## src/irq_mux_pkg.sv

```systemverilog
// Shared constants and types of the shared-vector interrupt multiplexer and trap selector
package irq_mux_pkg;
	localparam int unsigned VEC_COUNT = 4;
	localparam int unsigned SRC_COUNT = 8;
	// Register indices (word addresses on the register port)
	localparam logic [3:0] XVEC0_ENABLE_FLAG_OFS = 4'h0;
	localparam logic [3:0] XVEC1_ENABLE_FLAG_OFS = 4'h1;
	localparam logic [3:0] XVEC2_ENABLE_FLAG_OFS = 4'h2;
	localparam logic [3:0] XVEC3_ENABLE_FLAG_OFS = 4'h3;
	localparam logic [3:0] TRAP_FLAG_OFS = 4'h4;
	localparam logic [3:0] IRQ_STATUS_OFS = 4'h5;
	localparam logic [3:0] IRQ_MASK_OFS = 4'h6;
	localparam logic [3:0] TRAP_STATE_OFS = 4'h7;
	// Field positions of a select register
	localparam int unsigned ENABLE_LSB = 8;
	localparam int unsigned FLAG_LSB = 0;
	localparam logic [15:0] SELECT_RESET = 16'h0000;
	localparam logic [15:0] TRAP_FLAG_RESET = 16'h0000;
	localparam logic [3:0] IRQ_STATUS_RESET = 4'h0;
	localparam logic [3:0] IRQ_MASK_RESET = 4'h0;
	// Trap flag register bit positions
	localparam int unsigned NMI_BIT = 15;
	localparam int unsigned STACK_OVER_BIT = 14;
	localparam int unsigned STACK_UNDER_BIT = 13;
	localparam int unsigned UNDEF_OPCODE_BIT = 7;
	localparam int unsigned MAC_INTR_BIT = 6;
	localparam int unsigned PROT_FAULT_BIT = 3;
	localparam int unsigned ILL_OPERAND_BIT = 2;
	localparam int unsigned ILL_INSTR_BIT = 1;
	localparam int unsigned ILL_BUS_BIT = 0;
	// Vectors, trap numbers, priority
	localparam logic [23:0] RESET_VECTOR = 24'h000000;
	localparam logic [23:0] NONMASKABLE_TRAP_VECTOR = 24'h000008;
	localparam logic [23:0] STACK_OVER_TRAP_VECTOR = 24'h000010;
	localparam logic [23:0] STACK_UNDER_TRAP_VECTOR = 24'h000018;
	localparam logic [23:0] CLASS_B_TRAP_VECTOR = 24'h000028;
	localparam logic [7:0] RESET_TRAP_NUM = 8'h00;
	localparam logic [7:0] NMI_TRAP_NUM = 8'h02;
	localparam logic [7:0] STACK_OVER_TRAP_NUM = 8'h04;
	localparam logic [7:0] STACK_UNDER_TRAP_NUM = 8'h06;
	localparam logic [7:0] CLASS_B_TRAP_NUM = 8'h0a;
	localparam logic [3:0] TOP_PRIORITY_LEVEL = 4'hf;

	// Priority tiers of exceptions
	typedef enum logic [1:0] {
		TIER_NONE,
		TIER_CLASS_B,
		TIER_CLASS_A,
		TIER_RESET
	} trap_tier_t;

	// Source events, one bit each
	typedef struct packed {
		logic first_can_node;
		logic second_can_node;
		logic twowire_rx;
		logic twowire_tx;
		logic twowire_err;
		logic second_sync_serial_rx;
		logic second_sync_serial_tx;
		logic second_sync_serial_err;
		logic second_async_serial_rx;
		logic second_async_serial_tx;
		logic second_async_serial_tbuf;
		logic second_async_serial_err;
		logic oscillator_watchdog_event;
		logic extra_pulse_unit;
	} src_events_t;

	// Hardware trap conditions
	typedef struct packed {
		logic nmi;
		logic stack_overflow_flag;
		logic stack_underflow_flag;
		logic undefined_opcode_flag;
		logic mac_interruption_flag;
		logic protected_instr_fault_flag;
		logic illegal_operand_access_flag;
		logic illegal_instr_access_flag;
		logic illegal_bus_access_flag;
	} trap_events_t;

	// Trap request toward the sequencer
	typedef struct packed {
		logic valid;
		trap_tier_t tier;
		logic [23:0] vector;
		logic [7:0] number;
	} trap_req_t;
endpackage : irq_mux_pkg

```

## src/shared_vector_select_reg.sv

```systemverilog
// One shared vector: enable byte, sticky flag byte and request
`timescale 1ns/1ps
`default_nettype none
module shared_vector_select_reg #(
	parameter int unsigned SRCS = irq_mux_pkg::SRC_COUNT
) (
	// Clock and reset
	input wire logic core_clk,
	input wire logic rst_n,
	// Register access
	input wire logic wr_en,
	input wire logic [15:0] wr_data,
	output logic [15:0] value,
	// Sources and request
	input wire logic [SRCS-1:0] src_event,
	output logic request
);
	logic [SRCS-1:0] enable;
	logic [SRCS-1:0] flag;

	// One byte of enables and one byte of flags per register, nothing else fits
	if (SRCS != 8) begin : g_bad_srcs
		$error("shared_vector_select_reg: SRCS must be 8");
	end

	always_ff @(posedge core_clk or negedge rst_n) begin
		if (!rst_n) begin
			enable <= irq_mux_pkg::SELECT_RESET[irq_mux_pkg::ENABLE_LSB +: SRCS];
		end else if (wr_en) begin
			enable <= wr_data[irq_mux_pkg::ENABLE_LSB +: SRCS]; // [RULE2]
		end
	end

	// Flags record events regardless of enable; a write of zero clears, event wins
	always_ff @(posedge core_clk or negedge rst_n) begin
		if (!rst_n) begin
			flag <= irq_mux_pkg::SELECT_RESET[irq_mux_pkg::FLAG_LSB +: SRCS];
		end else if (wr_en) begin
			flag <= (flag & wr_data[irq_mux_pkg::FLAG_LSB +: SRCS]) | src_event; // [RULE3] [RULE5] [RULE18]
		end else begin
			flag <= flag | src_event; // [RULE5] [RULE18]
		end
	end

	assign value = {enable, flag};
	assign request = |(flag & enable); // [RULE4] [RULE17]
endmodule : shared_vector_select_reg
`default_nettype wire

```

## src/irq_mux_trap.sv

```systemverilog
// Shared peripheral vector multiplexer with hardware trap prioritiser
// How it works
// [RULE1] Four 16-bit select registers, one per shared vector.
// [RULE2] Upper byte of each select register holds per-source enables.
// [RULE3] Lower byte of each select register holds per-source flags.
// [RULE4] Only enabled sources can drive a request on their vector.
// [RULE5] Flags record events even while their enable is clear.
// [RULE6] Software reads flags to find which enabled source requested.
// [RULE7] The same structure is repeated for all four vectors.
// [RULE8] Two-wire, second serial rx/tx and tx-buffer route to vectors 0..2.
// [RULE9] Vector 3 takes errors, clock loss, both CAN and PWM; CAN/PWM also elsewhere.
// [RULE10] Resets vector to 000000h, trap number 00h, highest priority.
// [RULE11] NMI, stack over, stack under: own vectors 08h,10h,18h, numbers 02h,04h,06h.
// [RULE12] Class A traps sit at the second priority level.
// [RULE13] Class B traps share vector 28h, number 0Ah, lowest trap priority.
// [RULE14] Six class B conditions, each with its own flag.
// [RULE15] Priority level is forced to 15 while an exception is serviced.
// [RULE16] Traps preempt unless higher trap runs; interrupts cannot preempt traps. Here a trap of equal tier also waits.
// [RULE17] Vector request is OR of flag AND enable over sources.
// [RULE18] Event sets flag; it stays until software writes zero.
`timescale 1ns/1ps
`default_nettype none
module irq_mux_trap (
	// Clock and reset
	input wire logic core_clk,
	input wire logic rst_n,
	// Register port
	input wire logic [3:0] reg_addr,
	input wire logic [15:0] reg_wdata,
	input wire logic reg_wr,
	input wire logic reg_rd,
	output logic [15:0] reg_rdata,
	// Peripheral events, one-cycle pulses
	input wire irq_mux_pkg::src_events_t src_events,
	// Shared vector requests
	output logic shared_vector_0,
	output logic shared_vector_1,
	output logic shared_vector_2,
	output logic shared_vector_3,
	// Reset and trap conditions
	input wire logic sw_reset_req,
	input wire logic watchdog_overflow,
	input wire irq_mux_pkg::trap_events_t trap_events,
	// Trap sequencer
	output irq_mux_pkg::trap_req_t trap_req,
	input wire logic trap_taken,
	input wire logic trap_done,
	input wire logic std_irq_req,
	output logic std_irq_allow,
	input wire logic [3:0] cpu_level_in,
	output logic [3:0] cpu_priority_level_field,
	// Summary interrupt
	output logic irq
);
	localparam int unsigned NV = irq_mux_pkg::VEC_COUNT;

	logic [NV-1:0][15:0] sel_value;
	logic [NV-1:0][7:0] sel_src;
	logic [NV-1:0] sel_req;
	logic [15:0] trap_flag;
	logic [3:0] irq_status;
	logic [3:0] irq_mask;
	logic reset_pending;
	irq_mux_pkg::trap_tier_t active_tier;
	irq_mux_pkg::trap_tier_t pend_tier;
	logic rst_seen;
	logic [3:0] next_irq_events;

	// Strobe and address are arguments so that continuous uses follow them
	function automatic logic wr_hit(input logic wr, input logic [3:0] addr, input logic [3:0] a);
		return wr && (addr == a);
	endfunction : wr_hit

	// Source routing per vector
	always_comb begin
		sel_src = '0;
		sel_src[0] = {src_events.first_can_node, // [RULE9]
			src_events.twowire_rx, src_events.twowire_tx, // [RULE8]
			src_events.second_sync_serial_rx, src_events.second_sync_serial_tx,
			src_events.second_async_serial_rx, src_events.second_async_serial_tx,
			src_events.second_async_serial_tbuf};
		sel_src[1] = {src_events.second_can_node, // [RULE9]
			src_events.twowire_rx, src_events.twowire_tx, // [RULE8]
			src_events.second_sync_serial_rx, src_events.second_sync_serial_tx,
			src_events.second_async_serial_rx, src_events.second_async_serial_tx,
			src_events.second_async_serial_tbuf};
		sel_src[2] = {src_events.extra_pulse_unit, // [RULE9]
			src_events.twowire_rx, src_events.twowire_tx, // [RULE8]
			src_events.second_sync_serial_rx, src_events.second_sync_serial_tx,
			src_events.second_async_serial_rx, src_events.second_async_serial_tx,
			src_events.second_async_serial_tbuf};
		sel_src[3] = {src_events.first_can_node, src_events.second_can_node, // [RULE9]
			src_events.twowire_err, src_events.second_sync_serial_err,
			src_events.second_async_serial_err, src_events.oscillator_watchdog_event,
			src_events.extra_pulse_unit, 1'b0};
	end

	genvar v;
	generate
		for (v = 0; v < NV; v++) begin : g_vec // [RULE1] [RULE7]
			shared_vector_select_reg #(
				.SRCS(irq_mux_pkg::SRC_COUNT)
			) u_sel (
				.core_clk(core_clk),
				.rst_n(rst_n),
				.wr_en(wr_hit(reg_wr, reg_addr, 4'(v))),
				.wr_data(reg_wdata),
				.value(sel_value[v]),
				.src_event(sel_src[v]),
				.request(sel_req[v])
			);
		end
	endgenerate

	assign shared_vector_0 = sel_req[0];
	assign shared_vector_1 = sel_req[1];
	assign shared_vector_2 = sel_req[2];
	assign shared_vector_3 = sel_req[3];

	// Trap flags: set by condition, cleared by writing zero, set wins
	always_ff @(posedge core_clk or negedge rst_n) begin
		if (!rst_n) begin
			trap_flag <= irq_mux_pkg::TRAP_FLAG_RESET;
		end else begin
			trap_flag <= (wr_hit(reg_wr, reg_addr, irq_mux_pkg::TRAP_FLAG_OFS)
				? (trap_flag & reg_wdata) : trap_flag)
				| {trap_events.nmi, trap_events.stack_overflow_flag,
				trap_events.stack_underflow_flag, 5'h00,
				trap_events.undefined_opcode_flag, trap_events.mac_interruption_flag, 2'b00,
				trap_events.protected_instr_fault_flag, trap_events.illegal_operand_access_flag,
				trap_events.illegal_instr_access_flag, trap_events.illegal_bus_access_flag}; // [RULE14]
		end
	end

	// Reset requests: the hardware reset itself is pending from release
	always_ff @(posedge core_clk or negedge rst_n) begin
		if (!rst_n) begin
			reset_pending <= 1'b1;
		end else if (sw_reset_req || watchdog_overflow) begin
			reset_pending <= 1'b1;
		end else if (trap_taken && trap_req.tier == irq_mux_pkg::TIER_RESET) begin
			reset_pending <= 1'b0;
		end
	end

	// Highest pending tier and its vector
	always_comb begin
		trap_req = '0;
		pend_tier = irq_mux_pkg::TIER_NONE;
		if (reset_pending) begin
			pend_tier = irq_mux_pkg::TIER_RESET;
			trap_req.vector = irq_mux_pkg::RESET_VECTOR; // [RULE10]
			trap_req.number = irq_mux_pkg::RESET_TRAP_NUM;
		end else if (trap_flag[irq_mux_pkg::NMI_BIT]) begin
			pend_tier = irq_mux_pkg::TIER_CLASS_A; // [RULE12]
			trap_req.vector = irq_mux_pkg::NONMASKABLE_TRAP_VECTOR; // [RULE11]
			trap_req.number = irq_mux_pkg::NMI_TRAP_NUM;
		end else if (trap_flag[irq_mux_pkg::STACK_OVER_BIT]) begin
			pend_tier = irq_mux_pkg::TIER_CLASS_A;
			trap_req.vector = irq_mux_pkg::STACK_OVER_TRAP_VECTOR; // [RULE11]
			trap_req.number = irq_mux_pkg::STACK_OVER_TRAP_NUM;
		end else if (trap_flag[irq_mux_pkg::STACK_UNDER_BIT]) begin
			pend_tier = irq_mux_pkg::TIER_CLASS_A;
			trap_req.vector = irq_mux_pkg::STACK_UNDER_TRAP_VECTOR; // [RULE11]
			trap_req.number = irq_mux_pkg::STACK_UNDER_TRAP_NUM;
		end else if (|trap_flag[7:0]) begin
			pend_tier = irq_mux_pkg::TIER_CLASS_B;
			trap_req.vector = irq_mux_pkg::CLASS_B_TRAP_VECTOR; // [RULE13]
			trap_req.number = irq_mux_pkg::CLASS_B_TRAP_NUM;
		end
		trap_req.tier = pend_tier;
		// Only a strictly higher tier may preempt a trap in service
		trap_req.valid = (pend_tier != irq_mux_pkg::TIER_NONE)
			&& (pend_tier > active_tier); // [RULE16]
	end

	// Tier in service; a trap taken raises it, done returns to none
	always_ff @(posedge core_clk or negedge rst_n) begin
		if (!rst_n) begin
			active_tier <= irq_mux_pkg::TIER_NONE;
		end else if (trap_taken && trap_req.valid) begin
			active_tier <= trap_req.tier;
		end else if (trap_done) begin
			active_tier <= irq_mux_pkg::TIER_NONE;
		end
	end

	assign std_irq_allow = std_irq_req && (active_tier == irq_mux_pkg::TIER_NONE); // [RULE16]
	assign cpu_priority_level_field = (active_tier != irq_mux_pkg::TIER_NONE)
		? irq_mux_pkg::TOP_PRIORITY_LEVEL : cpu_level_in; // [RULE15]

	// Summary interrupt: bit per tier entry plus shared-vector activity
	assign next_irq_events = {trap_taken && trap_req.valid && trap_req.tier == irq_mux_pkg::TIER_RESET,
		trap_taken && trap_req.valid && trap_req.tier == irq_mux_pkg::TIER_CLASS_A,
		trap_taken && trap_req.valid && trap_req.tier == irq_mux_pkg::TIER_CLASS_B,
		|sel_req};

	always_ff @(posedge core_clk or negedge rst_n) begin
		if (!rst_n) begin
			irq_status <= irq_mux_pkg::IRQ_STATUS_RESET;
		end else if (wr_hit(reg_wr, reg_addr, irq_mux_pkg::IRQ_STATUS_OFS)) begin
			irq_status <= (irq_status & ~reg_wdata[3:0]) | next_irq_events;
		end else begin
			irq_status <= irq_status | next_irq_events;
		end
	end

	always_ff @(posedge core_clk or negedge rst_n) begin
		if (!rst_n) begin
			irq_mask <= irq_mux_pkg::IRQ_MASK_RESET;
		end else if (wr_hit(reg_wr, reg_addr, irq_mux_pkg::IRQ_MASK_OFS)) begin
			irq_mask <= reg_wdata[3:0];
		end
	end

	assign irq = |(irq_status & irq_mask);

	// Delayed copy of the pending reset, readable by software in the state word
	always_ff @(posedge core_clk or negedge rst_n) begin
		if (!rst_n) begin
			rst_seen <= 1'b0;
		end else begin
			rst_seen <= reset_pending;
		end
	end

	// Read data one cycle after the strobe
	always_ff @(posedge core_clk or negedge rst_n) begin
		if (!rst_n) begin
			reg_rdata <= 16'h0000;
		end else if (reg_rd) begin
			case (reg_addr)
				irq_mux_pkg::XVEC0_ENABLE_FLAG_OFS: reg_rdata <= sel_value[0]; // [RULE6]
				irq_mux_pkg::XVEC1_ENABLE_FLAG_OFS: reg_rdata <= sel_value[1];
				irq_mux_pkg::XVEC2_ENABLE_FLAG_OFS: reg_rdata <= sel_value[2];
				irq_mux_pkg::XVEC3_ENABLE_FLAG_OFS: reg_rdata <= sel_value[3];
				irq_mux_pkg::TRAP_FLAG_OFS: reg_rdata <= trap_flag;
				irq_mux_pkg::IRQ_STATUS_OFS: reg_rdata <= {12'h000, irq_status};
				irq_mux_pkg::IRQ_MASK_OFS: reg_rdata <= {12'h000, irq_mask};
				irq_mux_pkg::TRAP_STATE_OFS: reg_rdata <= {13'h0, rst_seen, active_tier};
				default: reg_rdata <= 16'h0000;
			endcase
		end else begin
			reg_rdata <= 16'h0000;
		end
	end
endmodule : irq_mux_trap
`default_nettype wire

```

## config.mk

```make
export PLATFORM = sky130hd
export DESIGN_NAME = irq_mux_trap
export DESIGN_NICKNAME = d
export VERILOG_FILES = /design/src/irq_mux_pkg.sv /design/src/shared_vector_select_reg.sv /design/src/irq_mux_trap.sv
export SDC_FILE = /design/constraint.sdc
export NUM_CORES = 1
export LEC_CHECK = 0
export ABC_AREA = 0
export BUFFER_PORTS_ARGS = -buffer_cell sky130_fd_sc_hd__buf_2
export CORE_MARGIN = 1.5
export CORE_UTILIZATION = 35
export CTS_CLUSTER_SIZE = 12
export DETAILED_ROUTE_END_ITERATION = 8
export GPL_TIMING_DRIVEN = 1
export SLEW_MARGIN = 20
export SYNTH_ARGS = -nofsm -noshare
export SYNTH_HDL_FRONTEND = slang
export SYNTH_SLANG_ARGS = --single-unit
```

## constraint.sdc

```tcl
create_clock -name core_clk -period 2.5 [get_ports core_clk]
set_input_delay 0.125 -clock core_clk [delete_from_list [all_inputs] [get_ports core_clk]]
set_output_delay 0.125 -clock core_clk [all_outputs]
set_load 0.05 [all_outputs]
```

# Yosys cells after proc, flatten, opt, wreduce, memory -nomap -nowiden
# Cells that the tools add are included.
totals:
  ff_bits: 108
  output_inout_bits: 61
  word_cells: 100
op_classes:
  n_lt_le_gt_ge: 1
  n_eq_ne: 10
  mux: 23
  n_bitwise: 23
  n_reduce_logical: 28
ops:
  columns: ["operator", "count"]
  rows:
  - ["16-bit one-hot mux with 8 select lines", 1]
  - ["8-bit AND", 8]
  - ["32-bit two-way mux", 2]
  - ["8-bit OR", 8]
  - ["14-bit two-way mux", 3]
  - ["8-bit OR reduction", 5]
  - ["16-bit two-way mux", 2]
  - ["8-bit two-way mux", 4]
  - ["32-bit OR reduction", 1]
  - ["16-bit AND", 1]
  - ["4-bit by 3-bit equality test with 1-bit output (second input constant)", 4]
  - ["16-bit OR", 1]
  - ["1-bit logical AND", 14]
  - ["2-bit two-way mux", 6]
  - ["4-bit AND", 2]
  - ["4-bit by 2-bit equality test with 1-bit output (second input constant)", 2]
  - ["4-bit two-way mux", 2]
  - ["4-bit OR", 2]
  - ["2-bit nonzero test", 4]
  - ["2-bit equality test (second input constant)", 2]
  - ["4-bit by 1-bit equality test with 1-bit output (second input constant)", 1]
  - ["4-bit zero test", 1]
  - ["4-bit NOT", 1]
  - ["4-bit OR reduction", 1]
  - ["other kinds (5)", 7]

# Logic depth before layout (Yosys ltp)
# Gate-level depths: netlist (run 1).
logic_depth:
  ltp_word: 12
  ltp_mapped: 8
  depth_no_buf: 8

# By module
# A second synthesis (run 1) with hierarchy kept.
hier_totals:
  hier_cells: 462
  area_unflattened_um2: 5288.8
modules_own_cells:
  columns: ["module", "instances", "cells_per_inst", "area_each_um2", "seq_area_each_um2"]
  rows:
  - ["irq_mux_trap", 1, 278, 2696.3, 1102.3]
  - ["shared_vector_select_reg", 4, 46, 648.1, 400.4]

# Worst setup path before layout (run 1)
# No wires, ideal clock.
synth_timing:
  path_kind: "flip-flop to output port"
  start: "register trap_flag[13]"
  end: "output port trap_req[34] (netlist name)"
  t_arrival_ns: 2.512
  setup_slack_ns: -0.137
  stages_incl_launch_ff: 7
  n_path_buf: 0
  cell_sequence: "dfrtp_1 -> nor4_1 -> inv_1 -> ha_1 -> nor2b_1 -> o21ai_0 -> a21oi_1"
synth_lines:
  columns: ["item", "line_no", "text"]
  rows:
  - ["start: declaration", "irq_mux_trap.sv:60", "logic [15:0] trap_flag;"]
  - ["start signal: assignment", "irq_mux_trap.sv:123", "trap_flag <= irq_mux_pkg::TRAP_FLAG_RESET;"]
  - ["start signal: assignment", "irq_mux_trap.sv:125", "trap_flag <= (wr_hit(reg_wr, reg_addr, irq_mux_pkg::TRAP_FLAG_OFS)"]
  - ["end: declaration", "irq_mux_trap.sv:45", "output irq_mux_pkg::trap_req_t trap_req,"]

==> results of run 1 <==
-- where the power goes --
| group | switching [mW] | leakage [nW] | internal, mW |
|---|---|---|---|
| clock network | 0.632 | 0.153 | 0.904 |
| logic | 0.618 | 1.28 | 0.381 |
| registers | 0.196 | 1.21 | 1.93 |
| total | 1.45 | 2.64 | 3.21 |
-- placed cells by master (no fill, tap or decap), types with 3 or more instances in the layout --
cell type,Yosys,layout
a21oi_1,4,3
a22o_1,5,5
a22oi_1,46,46
a31oi_1,16,16
buf_2,7,88
buf_4,32,7
clkbuf_16,0,9
conb_1,1,26
dfrtp_1,107,107
dlygate4sd3_1,0,23
inv_1,7,7
mux2_2,28,28
mux2_4,8,8
nand2_1,23,23
nand2b_1,42,42
nand4_1,4,4
nor2_1,6,6
nor2b_1,5,5
nor3_1,3,3
nor4_4,1,3
nor4b_4,3,3
o21a_1,8,8
o21ai_0,42,42
or3_1,4,4
-- flip-flops by register name, indices dropped and copies added (netlist names) --
name	cells
irq_mask	4
active_tier	2
reset_pending	1
irq_status	4
trap_flag	16
g_vec.u_sel.enable	32
reg_rdata	16
g_vec.u_sel.flag	32
rst_seen	1
-- cell families after synthesis --
| family | synth area share |
|---|---|
| adder cells (fa/ha/maj) | 0.004910 |
| multiplexers | 0.08937 |
| buffers and inverters | 0.06948 |
| flip-flops | 0.5306 |
| other | 0.0007359 |
| AO/OA/AOI/OAI | 0.1748 |
| AND/OR/NAND/NOR | 0.1301 |
-- layout make-up --
| class | count | area [µm²] |
|---|---|---|
| Inverter | 7 | 26.28 |
| Multi-Input combinational cell | 305 | 2172 |
| Fill cell | 1334 | 7853 |
| Timing Repair Buffer | 119 | 743.2 |
| Clock inverter | 4 | 72.57 |
| Tap cell | 180 | 225.2 |
| Sequential cell | 108 | 2704 |
| Clock buffer | 12 | 246.5 |
-- per-stage QoR --
stage,worst slack (ns),hold slack [ns],utilization
finish,0.1592,0.003134,0.4408
global route,0.002888,0.009963,0.4408
CTS,0.008507,0.001293,0.4375
detailed placement,0.1325,0.2061,0.3989
global placement,0.2509,0.1974,0.3989
floorplan,-0.01213,-0.1706,-
-- metal layers --
metal	GRT usage	up-vias	wire, µm
li1	-	1788	-
met1	0.2842	1975	6587
met2	0.3308	188	7080
met3	0.04853	23	1138
met4	0.05101	0	261
met5	0	-	0
-- synthesized netlist by cell type (3+ instances only) --
master / number
a22o_1: 5
nand2b_1: 42
dfrtp_1: 107
nor4b_4: 3
a31oi_1: 16
nor3_1: 3
inv_1: 7
nor2b_1: 5
buf_6: 3
o21a_1: 8
nand4_1: 4
nand2_1: 23
buf_4: 32
clkbuf_1: 4
a21oi_1: 4
nor4_1: 3
mux2_4: 8
mux2_2: 28
a22oi_1: 46
nor2_1: 6
o21ai_0: 42
buf_2: 7
or3_1: 4
-- worst max path at each step --
| stage | cells past startpoint | startpoint | end |
|---|---|---|---|
| 2_1_floorplan | 4 | trap_flag[13] | trap_req[13] |
| 3_3_place_gp | 8 | trap_flag[3] | irq_status[3] |
| 3_5_place_dp | 8 | trap_flag[6] | irq_status[3] |
| 4_1_cts | 8 | trap_flag[7] | trap_req[34] |
| 5_1_grt | 8 | trap_flag[7] | trap_req[34] |
| 6_report | 8 | trap_flag[6] | trap_req[34] |
-- what timing repair did --
action                     CTS  global route
setup endpoints to repair    1             1
hold endpoints to repair    81             2
hold buffers                21             2
gates resized for setup      2             5
==> impl_results.md, run 1 <==
* Clock slew at reported path FFs at 0.07 ns
* Die X-Extent at approximately 120 µm
* CP Capture Type: primary output
* Vias post-DR at roughly 4,000
* Die Ht at between 100 and 150 µm
* LEAKAGE at ~2.6 nW
* Placed Area at approximately 5600 µm²
* Fmax at approximately 0.43 GHz
* DP Wirelength at 10.55 mm
* P&R area growth vs syn at 21.46%
* Unrepaired setup endpoints after global routing: no
* Number of enable-type register cells in the synthesized netlist at 0
* R2R Path End: irq_status[3]
* VDD IR-drop max at 0.3622 mV
* Sequential share of the synthesized area at 0.5306
* Final Cycle Share at 0.9363
* CTS max path bufs at 2
* Setup Buffers After CTS at 0
* R2R cell count at 7
* Pin count of the biggest net entering global routing at between 50 and 60
* Reg-to-Reg Start: trap_flag[13]
* H-tree Lvls at 3
* DRT Pass-1 Iters at 6
* Slew margin rel. at 0.4307
* TritonCTS Buffers at 9
* Tmin final at between 2 and 2.5 ns
* Root Driver: clkbuf_16
* Critical path, cell by cell: nor4_4, nand2_1, a21oi_1, ha_1, nand2_1, o21ai_0, a21oi_2, buf_4
* Ys async rst share at 1.000
* PD cells at ~750 nW/µm²
* Rows at 43
* Worst-Margin Slew at between 0.8 and 0.9 ns
* Antenna violations before repair at 0
* Worst Hold Class: input pin to register
* Core area at around 14,000 µm²
* Number of global-route vias before repair at roughly 4,000
* Sink Count at between 100 and 150
* Ant diodes at 0
* Worst path max stage delay at roughly 0.44 ns
* Final Hold Fails at 0
* First-pass GRT wire length at 22.94 mm
* Hold Crit Endpoint: g_vec[2].u_sel.flag[3]
* Share of cells above drive strength 1 at 0.2865
* Max-Cap Viols at 0
* Critical path data arrival time at ~2.2 ns
* Post-Synthesis Cells at around 440
* Detailed Route Iter0 Violations at ~400
* Grt ovf at 0
* Yosys warnings at 0
* Status: finished, final reports clean
* Worst EP required at 2.38 ns
* Total GRT Usage at 0.2068
* Distinct cells, synth at 45
* Final setup viols at 0
* TritonCTS clock tree: done
* Post-synthesis register bit count at roughly 110
* RePlAce Congestion at 0.8646
* Final antenna-violating net count at 0
* Skew-Pair Late Insertion Delay at about 0.36 ns
* CP dominant cell by count: nand2_1
* Avg WL per Cell at between 20 and 25 µm
* Total Power at between 4 and 5 mW
* NumNets Final at approximately 610
* Mean Syn Cell Area at between 10 and 15 µm²
* Post-route clock skew at around 0.0058 ns
* Finished Layout Cells at roughly 740
* Port Buf Inserts at 90
* Total Neg Setup Slack at 0 ns
* Die area at about 15,000 µm²
* Placed insts at 696
* Setup slack, reg-to-reg at ~0.31 ns
* Critical-path top delay cell: dfrtp_1
* Startpoint type of the worst setup path: register
* Fin area at roughly 6200 µm²
* Via/cell ratio at around 5.4
* Final Max Tran Viols at 0
* Highest net fanout along the worst path at 3
* Initial Util at 0.3629
* CP delay by family, top: simple AND/OR/NAND/NOR gates
* Largest area contributor in the netlist: dfrtp_1
* WP buf/inv at 1
* Hold Startpoint: src_events[7]
* DRC at 0
* Area contributors post-synth: dfrtp_1 (53%), a22oi_1 (6.8%), mux2_2 (6.2%)
* WS Path Type: register to primary output
* Min-Delay Path Depth at 2
* Main flop type after synthesis: dfrtp_1
* # IOs at 117
* Yosys top cell area share at 0.5254
* Synthesized area at 5096 µm²
* Drt total wl at approximately 15 mm
(Power assumes the default switching activity.)
==> inputs of run 2 (changes only) <==
--- a/config.mk
+++ b/config.mk
@@ -15,4 +15,5 @@
 export SLEW_MARGIN = 20
 export SYNTH_ARGS = -nofsm -noshare
 export SYNTH_HDL_FRONTEND = slang
+export SYNTH_HIERARCHICAL = 1
 export SYNTH_SLANG_ARGS = --single-unit
==> constraint.sdc (replaced) <==
create_clock -name core_clk -period 1.97 [get_ports core_clk]
set_input_delay 0.0985 -clock core_clk [delete_from_list [all_inputs] [get_ports core_clk]]
set_output_delay 0.0985 -clock core_clk [all_outputs]
set_load 0.05 [all_outputs]
==> impl_results.md, run 2 <==
* Sequential share of the synthesized area at 0.5112 (was 0.5306)
* Avg WL per Cell at 19.79 µm (was 20.50 µm)
* P&R area growth vs syn at 30.52% (was 21.46%)
* Slack of the critical path at -0.1951 ns (was 0.1592 ns)
* Initial Util at 0.3612 (was 0.3629)
* Total Neg Setup Slack at -0.5000 ns (was 0 ns)
* Distinct cells, synth at 44 (was 45)
* Sink Count at 108 (unchanged)
* Placed insts at 749 (was 696)
* Final setup viols at 7 (was 0)
* TritonCTS clock tree: done (unchanged)
* Rows at 44 (was 43)
* Post-Synthesis Cells at 462 (was 442)
* Grt ovf at 0 (unchanged)
* Tmin final at between 2 and 2.5 ns
* Most frequent cells in the layout: dfrtp_1 (107), buf_2 (84), mux2_2 (51), nand2b_1 (48), buf_4 (43) (was dfrtp_1 (107), buf_2 (88), a22oi_1 (46), o21ai_0 (42), nand2b_1 (42))
* Final Hold Fails at 0 (unchanged)
* Post-route clock skew at 0.006316 ns (was 0.005775 ns)
* Via/cell ratio at 5.303 (was 5.407)
* Number of enable-type register cells in the synthesized netlist at 0 (unchanged)
* Die Ht at 125.9 µm (was 123.7 µm)
* Root Driver: clkbuf_16 (unchanged)
* First-pass GRT wire length at 24.77 mm (was 22.94 mm)
* # IOs at 117 (unchanged)
* Finished Layout Cells at 799 (was 735)
* Hold Startpoint: trap_events[5] (was src_events[7])
* Final antenna-violating net count at 0 (unchanged)
* Ys async rst share at 1.000 (unchanged)
* Failing checks: DRC, setup timing
* Max-Cap Viols at 0 (unchanged)
* Slew margin rel. at 0.3205 (was 0.4307)
* Die X-Extent at 125.9 µm (was 123.7 µm)
* Area contributors post-synth: dfrtp_1 (51%), mux2_2 (11%), nand2b_1 (5.7%) (was dfrtp_1 (53%), a22oi_1 (6.8%), mux2_2 (6.2%))
* Synth top cells by count: dfrtp_1 (107), mux2_2 (51), nand2b_1 (48) (was dfrtp_1 (107), a22oi_1 (46), nand2b_1 (42), o21ai_0 (42), buf_4 (32))
* Drt total wl at 15.81 mm (was 15.07 mm)
* Final Core Density at 0.4714 (was 0.4408)
* Total Power at 6.108 mW (was 4.660 mW)
* Startpoint type of the worst setup path: register (unchanged)
* Detailed Route Iter0 Violations at 345 (was 399)
* WS Path Type: register to primary output (unchanged)
* Worst-Margin Slew at 1.016 ns (was 0.8540 ns)
* Core area at 14,640 µm² (was 14,040 µm²)
* Critical Path Start: trap_flag[14] (was trap_flag[6])
* Highest net fanout along the worst path at 2 (was 3)
* Count leader, synth: dfrtp_1 (unchanged)
* Largest regs: g_vec.u_sel/enable: 32 flops, g_vec.u_sel/flag: 32 flops (was g_vec.u_sel.enable: 32 flops, g_vec.u_sel.flag: 32 flops)
* Final Cycle Share at 1.099
* NumNets Final at 668 (was 608)
* Fmax at around 0.46 GHz
* Vias post-DR at 4,237 (was 3,974)
* Post-synthesis register bit count at 108 (unchanged)
* Die area at 15,860 µm² (was 15,290 µm²)
* Multi-input logic area at 2514 µm² (was 2172 µm²)
* LEAKAGE at 2.940 nW (was 2.644 nW)
* Unrepaired setup endpoints after global routing: yes (was no)
* Skew-Pair Late Insertion Delay at 0.36 ns (about the same)
* Share of cells above drive strength 1 at 0.3659 (was 0.2865)
* Main flop type after synthesis: dfrtp_1 (unchanged)
* Antenna violations before repair at 0 (unchanged)
* CTS max path bufs at 2 (unchanged)
* Status: finished, violations left (was finished, final reports clean)
* Largest area contributor in the netlist: dfrtp_1 (unchanged)
* VDD IR-drop max at 0.3967 mV (was 0.3622 mV)
* Clock slew at reported path FFs at 0.07 ns (about the same)
* Port Buf Inserts at 90 (unchanged)
* Worst Hold Class: input pin to register (unchanged)
* Filler cells at 1,344 (was 1,334)
* H-tree Lvls at 3 (unchanged)
* Reg-to-Reg Start: trap_flag[14] (was trap_flag[13])
* Yosys top cell area share at 0.5063 (was 0.5254)
* RePlAce Congestion at 0.8948 (was 0.8646)
* DRT Pass-1 Iters at 8 (was 6)
* Pin count of the biggest net entering global routing at 35 (was 59)
* DRC at 12 (was 0)
* Number of global-route vias before repair at 4,334 (was 3,924)
* PD cells at 884.8 nW/µm² (was 752.8 nW/µm²)
* DP Wirelength at 11.45 mm (was 10.55 mm)
* Yosys warnings at 6 (was 0)
* Synthesized area at 5289 µm² (was 5096 µm²)
* Total GRT Usage at 0.2048 (was 0.2068)
* Ant diodes at 0 (unchanged)
* Worst EP required at 1.87 ns (was 2.38 ns)
* Mean Syn Cell Area at 11.45 µm² (was 11.53 µm²)
* CP Capture Type: primary output (unchanged)
* TritonCTS Buffers at 9 (unchanged)
* Final Max Tran Viols at 0 (unchanged)
* Critical path data arrival time at 2.07 ns (was 2.22 ns)
* Seq. cell area at 2704 µm² (unchanged)
* Commonest non-fill, non-tap cell in the layout: dfrtp_1 (unchanged)
## run 2: per-layer routing
layer / global-route usage / vias to the layer above / wire length, µm
met2: 0.3293 / 158 / 7582
met1: 0.2827 / 2129 / 6982
met3: 0.03356 / 26 / 936
met4: 0.06897 / 0 / 311
li1: - / 1924 / -
met5: 0 / - / 0
## run 2: power breakdown
| group | switching, mW | total, mW | internal (mW) | leakage (nW) |
|---|---|---|---|---|
| Sequential | 0.232 | 2.68 | 2.45 | 1.21 |
| Combinational | 0.896 | 1.52 | 0.624 | 1.58 |
| Clock | 0.819 | 1.91 | 1.09 | 0.156 |
| Total | 1.95 | 6.11 | 4.16 | 2.94 |
## run 2: what timing repair did
| item | 4_1_cts | 5_1_grt |
|---|---|---|
| resized for setup | 18 | 22 |
| hold buffers | 24 | 0 |
| setup endpoints to repair | 9 | 11 |
| pin swaps | 6 | 5 |
| endpoints found under the hold margin | 68 | 0 |
| setup buffers | 5 | 5 |
## run 2: layout make-up
type,instances,area share
flip-flops and latches,108,0.3917
multi-input cells,327,0.3641
repair buffers,159,0.1606
clock buffers,13,0.03915
well taps,184,0.03335
clock inverters,3,0.006344
inverters,5,0.004713
## run 2: worst max-delay path, cell delays in order (launching register included)
cell	delay (ns)
dfrtp_1	0.41
nor4_4	0.31
bufinv_8	0.23
ha_4	0.26
nor2b_4	0.14
o21ai_1	0.07
a21oi_2	0.12
buf_6	0.17
## run 2: path summary, 6_finish.rpt
path	endpoint	slack (ns)	depth (start not counted)
setup / recovery	trap_req[34]	-0.20	7
min in group asynchronous	trap_flag[7]	0.25	2
hold / removal	trap_flag[7]	0.008	2
max in group asynchronous	g_vec[1].u_sel/flag[5]	1.03	3
setup reg to reg	irq_status[1]	-0.06	8
hold reg to reg	trap_flag[10]	0.49	1
## run 2: logic make-up (layout without fill, tap and decap cells)
logic type	Yosys count	after routing	share of synthesized area
simple gates	123	123	0.1268
flops	108	108	0.5112
other cells	1	27	0.0007090
fa+ha+maj	2	2	0.004731
mux	55	55	0.1185
buf+inv	53	180	0.06790
compound gates	120	120	0.1701
## run 2: stage by stage
step	area (µm²)	hold WS, ns	setup WS, ns
2_1_floorplan	5441	-0.1971	-0.1128
3_3_place_gp	6097	0.09934	-0.1644
3_5_place_dp	6097	0.09767	-0.1912
4_1_cts	6770	0.01201	-0.1693
5_1_grt	6903	0.01782	-0.2808
6_report	6903	0.008052	-0.1951
